File: src/rtl/frup_regs.svh
/*
 * Constants of the fault record upload block: command codes, lengths, the
 * layout of the recorder's address space and the link timing figures.
 * Assumes a 10 MHz system clock; definitions only.
 */
// Operation
// - Loader keeps control when any reprogramming error was recorded; the code forgets errors recorded before the last BOOT_ENTER_I.
// - Failed transfer or missing data returns length zero, then PEC, then ends.
// - Up to five timestamped snapshots of status, alarms and measurements are kept.
// - A snapshot is stored when a recoverable or non-recoverable fault occurs.
// - With five slots full, a new snapshot replaces the oldest one.
// - Usage statistics count events and time per load range bin; the code counts events per fault class, only time per bin.
// - Upload write carries command, address high, address low, length up to 32.
// - Recorder contents are readable only through the upload command.
// - Ordering code answers count 11, eleven bytes, then PEC.
`ifndef FRUP_REGS_SVH
`define FRUP_REGS_SVH

`define FRUP_CMD_UPLOAD      8'hF0
`define FRUP_CMD_ORDER       8'hE8
`define FRUP_MAX_LEN         8'h20
`define FRUP_ORDER_LEN       8'h0B
`define FRUP_STORE_BYTES     17'h00800
`define FRUP_SEGMENTS        7'h40
`define FRUP_RECORDS         3'h5
`define FRUP_REC_BYTES       5'h10
`define FRUP_BINS            8

`define FRUP_MAP_HDR         11'h000
`define FRUP_MAP_REC         11'h010
`define FRUP_MAP_BIN         11'h060
`define FRUP_MAP_OCC         11'h080
`define FRUP_MAP_END         11'h084

`define FRUP_CLK_HZ          10000000
`define FRUP_TICK_MS         1
`define FRUP_TICK_CYC        ((`FRUP_CLK_HZ / 1000) * `FRUP_TICK_MS)
`define FRUP_HOST_RD_MS      2
`define FRUP_HOST_CMD_MS     30
`define FRUP_HOST_DFLT_MS    5000
`define FRUP_HOST_RETRY_MS   3000
`define FRUP_HOST_UPLOAD_MS  100

`endif

File: src/rtl/frup_pkg.sv
/*
 * Types of the fault record upload block.
 * Assumes frup_regs.svh supplies the numeric constants.
 */
package frup_pkg;

   typedef struct packed {
      logic       start;
      logic       read;
      logic       wr_valid;
      logic [7:0] wr_data;
      logic       stop;
   } frup_link_type;

   typedef struct packed {
      logic [15:0] status;
      logic [15:0] alarm;
      logic [63:0] meas;
   } frup_snap_in_type;

   typedef struct packed {
      logic [31:0]      stamp;
      frup_snap_in_type snap;
   } frup_record_type;

   typedef enum logic [2:0] {
      ST_IDLE, ST_CMD, ST_ARG, ST_WAIT_RD, ST_SEND, ST_DONE
   } frup_state_type;

endpackage

File: src/rtl/frup_top.sv
/*
 * Fault record upload: command interpreter of the management link with the
 * event recorder, usage statistics, ordering code read and loader hand-over.
 * Assumes a byte-level link front end, synchronous to SYS_CLK_I, that has
 * already matched the device address and pulls answer bytes from a FIFO.
 */
`include "frup_regs.svh"
`timescale 1ns/100ps
`default_nettype none

// ----------------------------------------------------------------------
// Answer FIFO
// ----------------------------------------------------------------------
module frup_fifo #(
   parameter int WIDTH = 8,
   parameter int DEPTH = 16
) (
   input  wire logic             clk_i,
   input  wire logic             rst_i,
   input  wire logic             flush_i,
   input  wire logic             in_valid_i,
   output logic                  in_ready_o,
   input  wire logic [WIDTH-1:0] in_data_i,
   output logic                  out_valid_o,
   input  wire logic             out_ready_i,
   output logic      [WIDTH-1:0] out_data_o
);
   localparam int AW = $clog2(DEPTH);

   logic [WIDTH-1:0] mem [DEPTH];
   logic [AW-1:0]    wr_ptr, rd_ptr, next_wr_ptr, next_rd_ptr;
   logic [AW:0]      count, next_count;
   logic             push, pop;

   always_comb begin
      push        = in_valid_i && (count != AW'(0) + (AW+1)'(DEPTH)) && !flush_i;
      pop         = out_valid_o && out_ready_i && !flush_i;
      next_wr_ptr = push ? wr_ptr + 1'b1 : wr_ptr;
      next_rd_ptr = pop ? rd_ptr + 1'b1 : rd_ptr;
      next_count  = count + (AW+1)'(push) - (AW+1)'(pop);
      if (flush_i) begin
         next_wr_ptr = '0;
         next_rd_ptr = '0;
         next_count  = '0;
      end
   end

   always_ff @(posedge clk_i) begin
      if (rst_i) begin
         wr_ptr <= '0;
         rd_ptr <= '0;
         count  <= '0;
      end else begin
         wr_ptr <= next_wr_ptr;
         rd_ptr <= next_rd_ptr;
         count  <= next_count;
      end
      if (push) begin
         mem[wr_ptr] <= in_data_i;
      end
   end

   assign in_ready_o  = (count != (AW+1)'(DEPTH));
   assign out_valid_o = (count != '0);
   assign out_data_o  = mem[rd_ptr];
endmodule

// ----------------------------------------------------------------------
// Command interpreter and recorder
// ----------------------------------------------------------------------
module frup_top #(
   parameter logic [6:0]  DEV_ADDR   = 7'h58,
   parameter logic [87:0] ORDER_CODE = 88'h3030303030303030303031, // Arbitrary value.
   parameter int          TICK_CYC   = `FRUP_TICK_CYC,
   parameter int          FIFO_DEPTH = 16
) (
   input  wire logic                      SYS_CLK_I,
   input  wire logic                      RST_I,
   input  wire frup_pkg::frup_link_type   LINK_I,
   output logic                           TX_VALID_O,
   input  wire logic                      TX_READY_I,
   output logic [7:0]                     TX_DATA_O,
   input  wire logic                      FAULT_REC_I,
   input  wire logic                      FAULT_NONREC_I,
   input  wire frup_pkg::frup_snap_in_type SNAP_I,
   input  wire logic [2:0]                LOAD_BIN_I,
   output logic                           SNAP_STORED_O,
   input  wire logic                      BOOT_ENTER_I,
   input  wire logic                      BOOT_ERR_I,
   input  wire logic                      BOOT_EXIT_I,
   output logic                           APP_RUN_O
);
   // Recorder storage and statistics.
   frup_pkg::frup_record_type rec [5];
   logic [31:0] bin_time [`FRUP_BINS];
   logic [15:0] occ_rec, occ_nonrec, next_occ_rec, next_occ_nonrec;
   logic [2:0]  wr_idx, next_wr_idx, rec_cnt, next_rec_cnt;
   logic [31:0] stamp, next_stamp;
   logic [31:0] tick, next_tick;
   logic        trig, next_stored;

   // Command state.
   frup_pkg::frup_state_type state, next_state;
   logic [7:0]  cmd, next_cmd, len, next_len, idx, next_idx, crc, next_crc;
   logic [15:0] addr, next_addr;
   logic [1:0]  arg_cnt, next_arg_cnt;
   logic        push, fifo_ready, flush;
   logic [7:0]  push_data;

   // Loader hand-over.
   logic boot_err, next_boot_err, app_run, next_app_run;

   // ----------------------------------------------------------------------
   // Helpers
   // ----------------------------------------------------------------------
   function automatic logic [7:0] crc8(input logic [7:0] c, input logic [7:0] d);
      logic [7:0] r;
      r = c ^ d;
      for (int i = 0; i < 8; i++) begin
         r = r[7] ? ((r << 1) ^ 8'h07) : (r << 1);
      end
      return r;
   endfunction

   // Byte of the recorder address space; unmapped bytes read zero.
   function automatic logic [7:0] store_byte(input logic [10:0] a);
      logic [10:0] o;
      logic [127:0] r;
      logic [31:0] w;
      o = 11'h000;
      r = '0;
      w = '0;
      store_byte = 8'h00;
      if (a == `FRUP_MAP_HDR) begin
         store_byte = {5'h00, rec_cnt};
      end else if (a == `FRUP_MAP_HDR + 11'h001) begin
         store_byte = {5'h00, wr_idx};
      end else if (a >= `FRUP_MAP_REC && a < `FRUP_MAP_BIN) begin
         o = a - `FRUP_MAP_REC;
         r = rec[o[6:4]];
         store_byte = r[8'(8'd127 - {o[3:0], 3'h0}) -: 8];
      end else if (a >= `FRUP_MAP_BIN && a < `FRUP_MAP_OCC) begin
         o = a - `FRUP_MAP_BIN;
         w = bin_time[o[4:2]];
         store_byte = w[5'(5'd31 - {o[1:0], 3'h0}) -: 8];
      end else if (a >= `FRUP_MAP_OCC && a < `FRUP_MAP_END) begin
         o = a - `FRUP_MAP_OCC;
         w = {occ_rec, occ_nonrec};
         store_byte = w[5'(5'd31 - {o[1:0], 3'h0}) -: 8];
      end
   endfunction

   // ----------------------------------------------------------------------
   // Recorder and statistics
   // ----------------------------------------------------------------------
   always_comb begin
      trig            = FAULT_REC_I || FAULT_NONREC_I;
      next_tick       = (tick == 32'(TICK_CYC - 1)) ? 32'h0 : tick + 32'h1;
      next_stamp      = (tick == 32'(TICK_CYC - 1)) ? stamp + 32'h1 : stamp;
      next_occ_rec    = occ_rec + 16'(FAULT_REC_I);
      next_occ_nonrec = occ_nonrec + 16'(FAULT_NONREC_I);
      next_wr_idx     = wr_idx;
      next_rec_cnt    = rec_cnt;
      next_stored     = trig;
      if (trig) begin
         next_wr_idx = (wr_idx == `FRUP_RECORDS - 3'h1) ? 3'h0 : wr_idx + 3'h1;
         if (rec_cnt != `FRUP_RECORDS) begin
            next_rec_cnt = rec_cnt + 3'h1;
         end
      end
   end

   always_ff @(posedge SYS_CLK_I) begin
      if (RST_I) begin
         tick          <= 32'h0;
         stamp         <= 32'h0;
         occ_rec       <= 16'h0;
         occ_nonrec    <= 16'h0;
         wr_idx        <= 3'h0;
         rec_cnt       <= 3'h0;
         SNAP_STORED_O <= 1'b0;
         for (int i = 0; i < 5; i++) begin
            rec[i] <= '0;
         end
         for (int i = 0; i < `FRUP_BINS; i++) begin
            bin_time[i] <= 32'h0;
         end
      end else begin
         tick          <= next_tick;
         stamp         <= next_stamp;
         occ_rec       <= next_occ_rec;
         occ_nonrec    <= next_occ_nonrec;
         wr_idx        <= next_wr_idx;
         rec_cnt       <= next_rec_cnt;
         SNAP_STORED_O <= next_stored;
         if (trig) begin
            rec[wr_idx] <= '{stamp: stamp, snap: SNAP_I};
         end
         if (tick == 32'(TICK_CYC - 1)) begin
            bin_time[LOAD_BIN_I] <= bin_time[LOAD_BIN_I] + 32'h1;
         end
      end
   end

   // ----------------------------------------------------------------------
   // Command interpreter
   // ----------------------------------------------------------------------
   always_comb begin
      next_state   = state;
      next_cmd     = cmd;
      next_len     = len;
      next_idx     = idx;
      next_crc     = crc;
      next_addr    = addr;
      next_arg_cnt = arg_cnt;
      push         = 1'b0;
      push_data    = 8'h00;
      flush        = 1'b0;
      if (LINK_I.stop) begin
         next_state = frup_pkg::ST_IDLE;
         flush      = 1'b1;
      end else if (LINK_I.start && !LINK_I.read) begin
         next_state = frup_pkg::ST_CMD;
         next_crc   = crc8(8'h00, {DEV_ADDR, 1'b0});
         flush      = 1'b1;
      end else begin
         case (state)
            frup_pkg::ST_CMD: begin
               if (LINK_I.wr_valid) begin
                  next_cmd     = LINK_I.wr_data;
                  next_crc     = crc8(crc, LINK_I.wr_data);
                  next_arg_cnt = 2'h0;
                  if (LINK_I.wr_data == `FRUP_CMD_UPLOAD) begin
                     next_state = frup_pkg::ST_ARG;
                  end else if (LINK_I.wr_data == `FRUP_CMD_ORDER) begin
                     next_state = frup_pkg::ST_WAIT_RD;
                  end else begin
                     next_state = frup_pkg::ST_IDLE;
                  end
               end
            end
            frup_pkg::ST_ARG: begin
               if (LINK_I.wr_valid) begin
                  next_crc     = crc8(crc, LINK_I.wr_data);
                  next_arg_cnt = arg_cnt + 2'h1;
                  case (arg_cnt)
                     2'h0: next_addr[15:8] = LINK_I.wr_data;
                     2'h1: next_addr[7:0]  = LINK_I.wr_data;
                     default: begin
                        next_len   = LINK_I.wr_data;
                        next_state = frup_pkg::ST_WAIT_RD;
                     end
                  endcase
               end
            end
            frup_pkg::ST_WAIT_RD: begin
               if (LINK_I.start && LINK_I.read) begin
                  next_crc   = crc8(crc, {DEV_ADDR, 1'b1});
                  next_idx   = 8'h00;
                  next_state = frup_pkg::ST_SEND;
                  if (cmd == `FRUP_CMD_ORDER) begin
                     next_len = `FRUP_ORDER_LEN;
                  end else if (len > `FRUP_MAX_LEN ||
                               17'(addr) + 17'(len) > `FRUP_STORE_BYTES) begin
                     next_len = 8'h00;
                  end
               end
            end
            frup_pkg::ST_SEND: begin
               if (fifo_ready) begin
                  push     = 1'b1;
                  next_idx = idx + 8'h01;
                  if (idx == 8'h00) begin
                     push_data = len;
                  end else if (idx <= len) begin
                     if (cmd == `FRUP_CMD_ORDER) begin
                        push_data = ORDER_CODE[7'(7'd95 - {idx[3:0], 3'h0}) -: 8];
                     end else begin
                        push_data = store_byte(11'(addr + 16'(idx) - 16'h1));
                     end
                  end else begin
                     push_data  = crc;
                     next_state = frup_pkg::ST_DONE;
                  end
                  if (idx <= len) begin
                     next_crc = crc8(crc, push_data);
                  end
               end
            end
            frup_pkg::ST_IDLE, frup_pkg::ST_DONE: begin
            end
            default: next_state = frup_pkg::ST_IDLE;
         endcase
      end
   end

   always_ff @(posedge SYS_CLK_I) begin
      if (RST_I) begin
         state   <= frup_pkg::ST_IDLE;
         cmd     <= 8'h00;
         len     <= 8'h00;
         idx     <= 8'h00;
         crc     <= 8'h00;
         addr    <= 16'h0000;
         arg_cnt <= 2'h0;
      end else begin
         state   <= next_state;
         cmd     <= next_cmd;
         len     <= next_len;
         idx     <= next_idx;
         crc     <= next_crc;
         addr    <= next_addr;
         arg_cnt <= next_arg_cnt;
      end
   end

   frup_fifo #(
      .WIDTH (8),
      .DEPTH (FIFO_DEPTH)
   ) u_fifo (
      .clk_i       (SYS_CLK_I),
      .rst_i       (RST_I),
      .flush_i     (flush),
      .in_valid_i  (push),
      .in_ready_o  (fifo_ready),
      .in_data_i   (push_data),
      .out_valid_o (TX_VALID_O),
      .out_ready_i (TX_READY_I),
      .out_data_o  (TX_DATA_O)
   );

   // ----------------------------------------------------------------------
   // Loader hand-over
   // ----------------------------------------------------------------------
   always_comb begin
      next_boot_err = BOOT_ERR_I || (boot_err && !BOOT_ENTER_I);
      next_app_run  = BOOT_ENTER_I ? 1'b0 : app_run;
      if (BOOT_EXIT_I && !boot_err && !BOOT_ERR_I) begin
         next_app_run = 1'b1;
      end
   end

   always_ff @(posedge SYS_CLK_I) begin
      if (RST_I) begin
         boot_err <= 1'b0;
         app_run  <= 1'b1;
      end else begin
         boot_err <= next_boot_err;
         app_run  <= next_app_run;
      end
   end

   assign APP_RUN_O = app_run;
endmodule

`default_nettype wire

File: config.mk
export PLATFORM = sky130hd
export DESIGN_NAME = frup_top
export DESIGN_NICKNAME = d
export VERILOG_FILES = /design/src/rtl/frup_pkg.sv /design/src/rtl/frup_top.sv
export VERILOG_INCLUDE_DIRS = /design/src /design/src/rtl
export SDC_FILE = /design/constraint.sdc
export NUM_CORES = 2
export LEC_CHECK = 0
export BUFFER_PORTS_ARGS = -buffer_cell sky130_fd_sc_hd__buf_4
export CAP_MARGIN = 10
export CORE_ASPECT_RATIO = 2
export CORE_MARGIN = 2
export CORE_UTILIZATION = 37
export DETAILED_ROUTE_END_ITERATION = 12
export SETUP_SLACK_MARGIN = 0.15
export SLEW_MARGIN = 25
export SYNTH_ARGS = -nofsm -noshare
export SYNTH_HDL_FRONTEND = slang
export SYNTH_SLANG_ARGS = --single-unit
File: constraint.sdc
create_clock -name SYS_CLK_I -period 6.75 [get_ports SYS_CLK_I]
set_input_delay 0.675 -clock SYS_CLK_I [delete_from_list [all_inputs] [get_ports SYS_CLK_I]]
set_output_delay 0.675 -clock SYS_CLK_I [all_outputs]
set_load 0.02 [all_outputs]
==> flow_summary.toml <==
[status]
outcome = "finished, final reports clean"

[layout]
final_common_cell = "edfxtp_1"
n_fill_cell = 17900
fin_util_pct = 42.1
final_cell_mix = "edfxtp_1, and2_1, nor2_1"
drive_above_1_share_pct = 17.6
layout.nets = 5736
design_area_mm2 = 0.0831
area_growth_pct = 13.3

[worst_setup_path]
worstPathRequired_ns = 7.40
crit_start = "idx[1]$_SDFFE_PP0P_"
crit_top_cell = "inv_1"
cpPeakStageDelay_ns = 0.97
cp_slowest_cell = "a2111oi_0"
arrival_ns = 7.02
critical_path.max_fanout = 60
startpoint_type = "register"
rrSetupSlack_ns = 0.38
setup.worst_path.end_class = "register"
r2r_start = "idx[1]$_SDFFE_PP0P_"
crit_type = "reg -> reg"

[synth]
synth_edf_count = 1408
yosysTopAreaCell = "edfxtp_1"
netlist_instances = 5397
yosysWarnings = 0
synth_cell_types = 89
synthesis.nets = 5588
avgSynthCellArea_um2 = 13.6
yosysSeqAreaShare_pct = 62.4
synth_area_leaders = "edfxtp_1, mux4_2, and2_1, dfxtp_1, nor2_1"
ys_async_sr_fraction_pct = 0
synth_top_area_share_pct = 57.7
synth_area_mm2 = 0.0733
synth_ff_type = "edfxtp_1"
synth-seq-cells = 1583

[timing]
hold_slack_ns = 0.0485
max_freq_mhz = 157
rsz0062_at_grt = "false"
setup_viol = 0
post-route-period-util_pct = 94.4
skew_ns = 0.0849
hold_violations = 0
fin_ws_ns = 0.379
maxSlewViolCount = 0
relSlewSlack_pct = 19.1
worstMarginPinSlew_ns = 1.21
post-route-min-period_ns = 6.37

[placed_design]
hpwl_um = 154000
placed_area_mm2 = 0.0781
place_ws_ns = 0.153
globalplace.congestion = 0.937
port_buffers = 129

[floorplan]
io_pins = 130
core_mm2 = 0.197
num_rows = 231
dieArea_mm2 = 0.202
fp.dieW_um = 319
initial_utilization_pct = 37.1
die_height_um = 634

[clock_tree]
cts_buffer_depth = 4
clk_latency_ns = 0.85
cts_buffers = 149
postCtsHoldBufs = 0
clock-sinks = 1583
cts_tree = "done"
clkSlewWorstSetupHoldPaths_ns = 0.07
h-tree-depth = 4
cts_root_buf = "clkbuf_16"

[power]
powerDensity_mw_per_mm2 = 252
p_leak_nw = 29.5
ir_worst_vdd_uv = 162

[worst_hold_path]
min_path_type = "in -> reg"
hold_start = "SNAP_I[25]"

[grt]
grt_max_degree = 129
grt_pass1_wl_um = 341000
overflow = 0
grt_pass1_vias = 48500
grt.total_usage_pct = 23.2
grt_antenna_before_repair = 19

[job]
max-cap-violations = 0

[detailed_routing]
drt_wl_total_um = 238000
avgRoutedWirePerCell_um = 29.0
drtAntennaViolNets = 0
dr_total_vias = 47500
drtPass1Iterations = 6
drt_iter0_markers = 4129
drc = 0
vias_per_cell = 5.77
## path summary, 6_finish.rpt
kind,end,cells past startpoint
setup / recovery,crc[5]$_SDFFE_PP0P_,25
hold / removal,rec[6][25]$_DFFE_PP_,1
setup reg to reg,crc[5]$_SDFFE_PP0P_,25
hold reg to reg,tick[0]$_SDFF_PP0_,1
## cells in the mapped netlist, types with 39 or more instances
library cell	instances
nand3_1	142
mux4_2	311
nor3_1	40
o21ai_0	89
buf_2	56
xor2_1	88
nand2_1	403
inv_1	86
edfxtp_1	1408
xnor2_1	88
and3_1	73
ha_1	69
mux2i_1	102
nor2_1	547
a21oi_1	117
and2_1	661
dfxtp_1	175
clkbuf_1	228
a211oi_1	68
a31oi_1	39
mux2_2	40
## cell type report
type	instances	area (µm²)	share of cell area [%]
Clock buffer	189	3980	4.79
Inverter	89	339	0.408
Tap cell	2563	3210	3.86
Multi-Input combinational cell	3370	25800	31.1
Clock inverter	70	843	1.02
Antenna cell	5	12.5	0.0151
Sequential cell	1583	45800	55.1
Timing Repair Buffer	352	3050	3.67
## routing by layer
metal / share of wire (%) / GRT usage [%] / up-vias
li1: - / - / 20400
met1: 33 / 23.9 / 24300
met2: 52 / 42.2 / 2043
met3: 5.8 / 3.38 / 741
met4: 8.8 / 18.1 / 20
met5: 0.049 / 0 / -
## worst max-delay path, delay by kind of cell (launching register included)
kind / cells / cell delay (ns)
adder cells (fa/ha/maj): 4 / 1.47
buffers and inverters: 7 / 1.12
AND/OR/NAND/NOR: 3 / 0.63
flip-flops: 1 / 0.41
AO/OA/AOI/OAI: 9 / 2.08
XOR/XNOR: 2 / 0.46
## sequential cells by signal, summed over array words and instances, names as in the netlist, 16 cells and up, named ones only
signal	count
rec	1024
u_fifo.mem	128
stamp	32
bin_time	256
tick	32
occ_rec	16
addr	16
occ_nonrec	16
## cell families after synthesis
family / share of synthesized area, %
buffers and inverters: 2.67
AND/OR/NAND/NOR: 14.1
adder cells (fa/ha/maj): 1.26
XOR/XNOR: 2.15
flip-flops: 62.4
multiplexers: 11.6
AO/OA/AOI/OAI: 5.82
## metrics by stage
step                      instances  total power, mW  TNS (ns)
after floorplan                5397             11.9    -68.95
after global placement         7954             12.5    -0.235
after detailed placement       7954             12.5         0
after CTS                      8213             21.0         0
after global routing           8219             21.5         0
final                          8221             20.9         0
## what timing repair did
action | 4_1_cts | 5_1_grt
pin swaps | 0 | 3
setup buffers | 0 | 2
gates cloned | 0 | 1
endpoints found under the setup margin | 5 | 19
resized for setup | 3 | 16
## power by group
part / internal (mW) / leakage [nW] / switching, mW
Clock: 4.88 / 2.35 / 3.74
Sequential: 10.9 / 15.6 / 0.112
Combinational: 0.424 / 11.6 / 0.813
(Power assumes the default switching activity.)
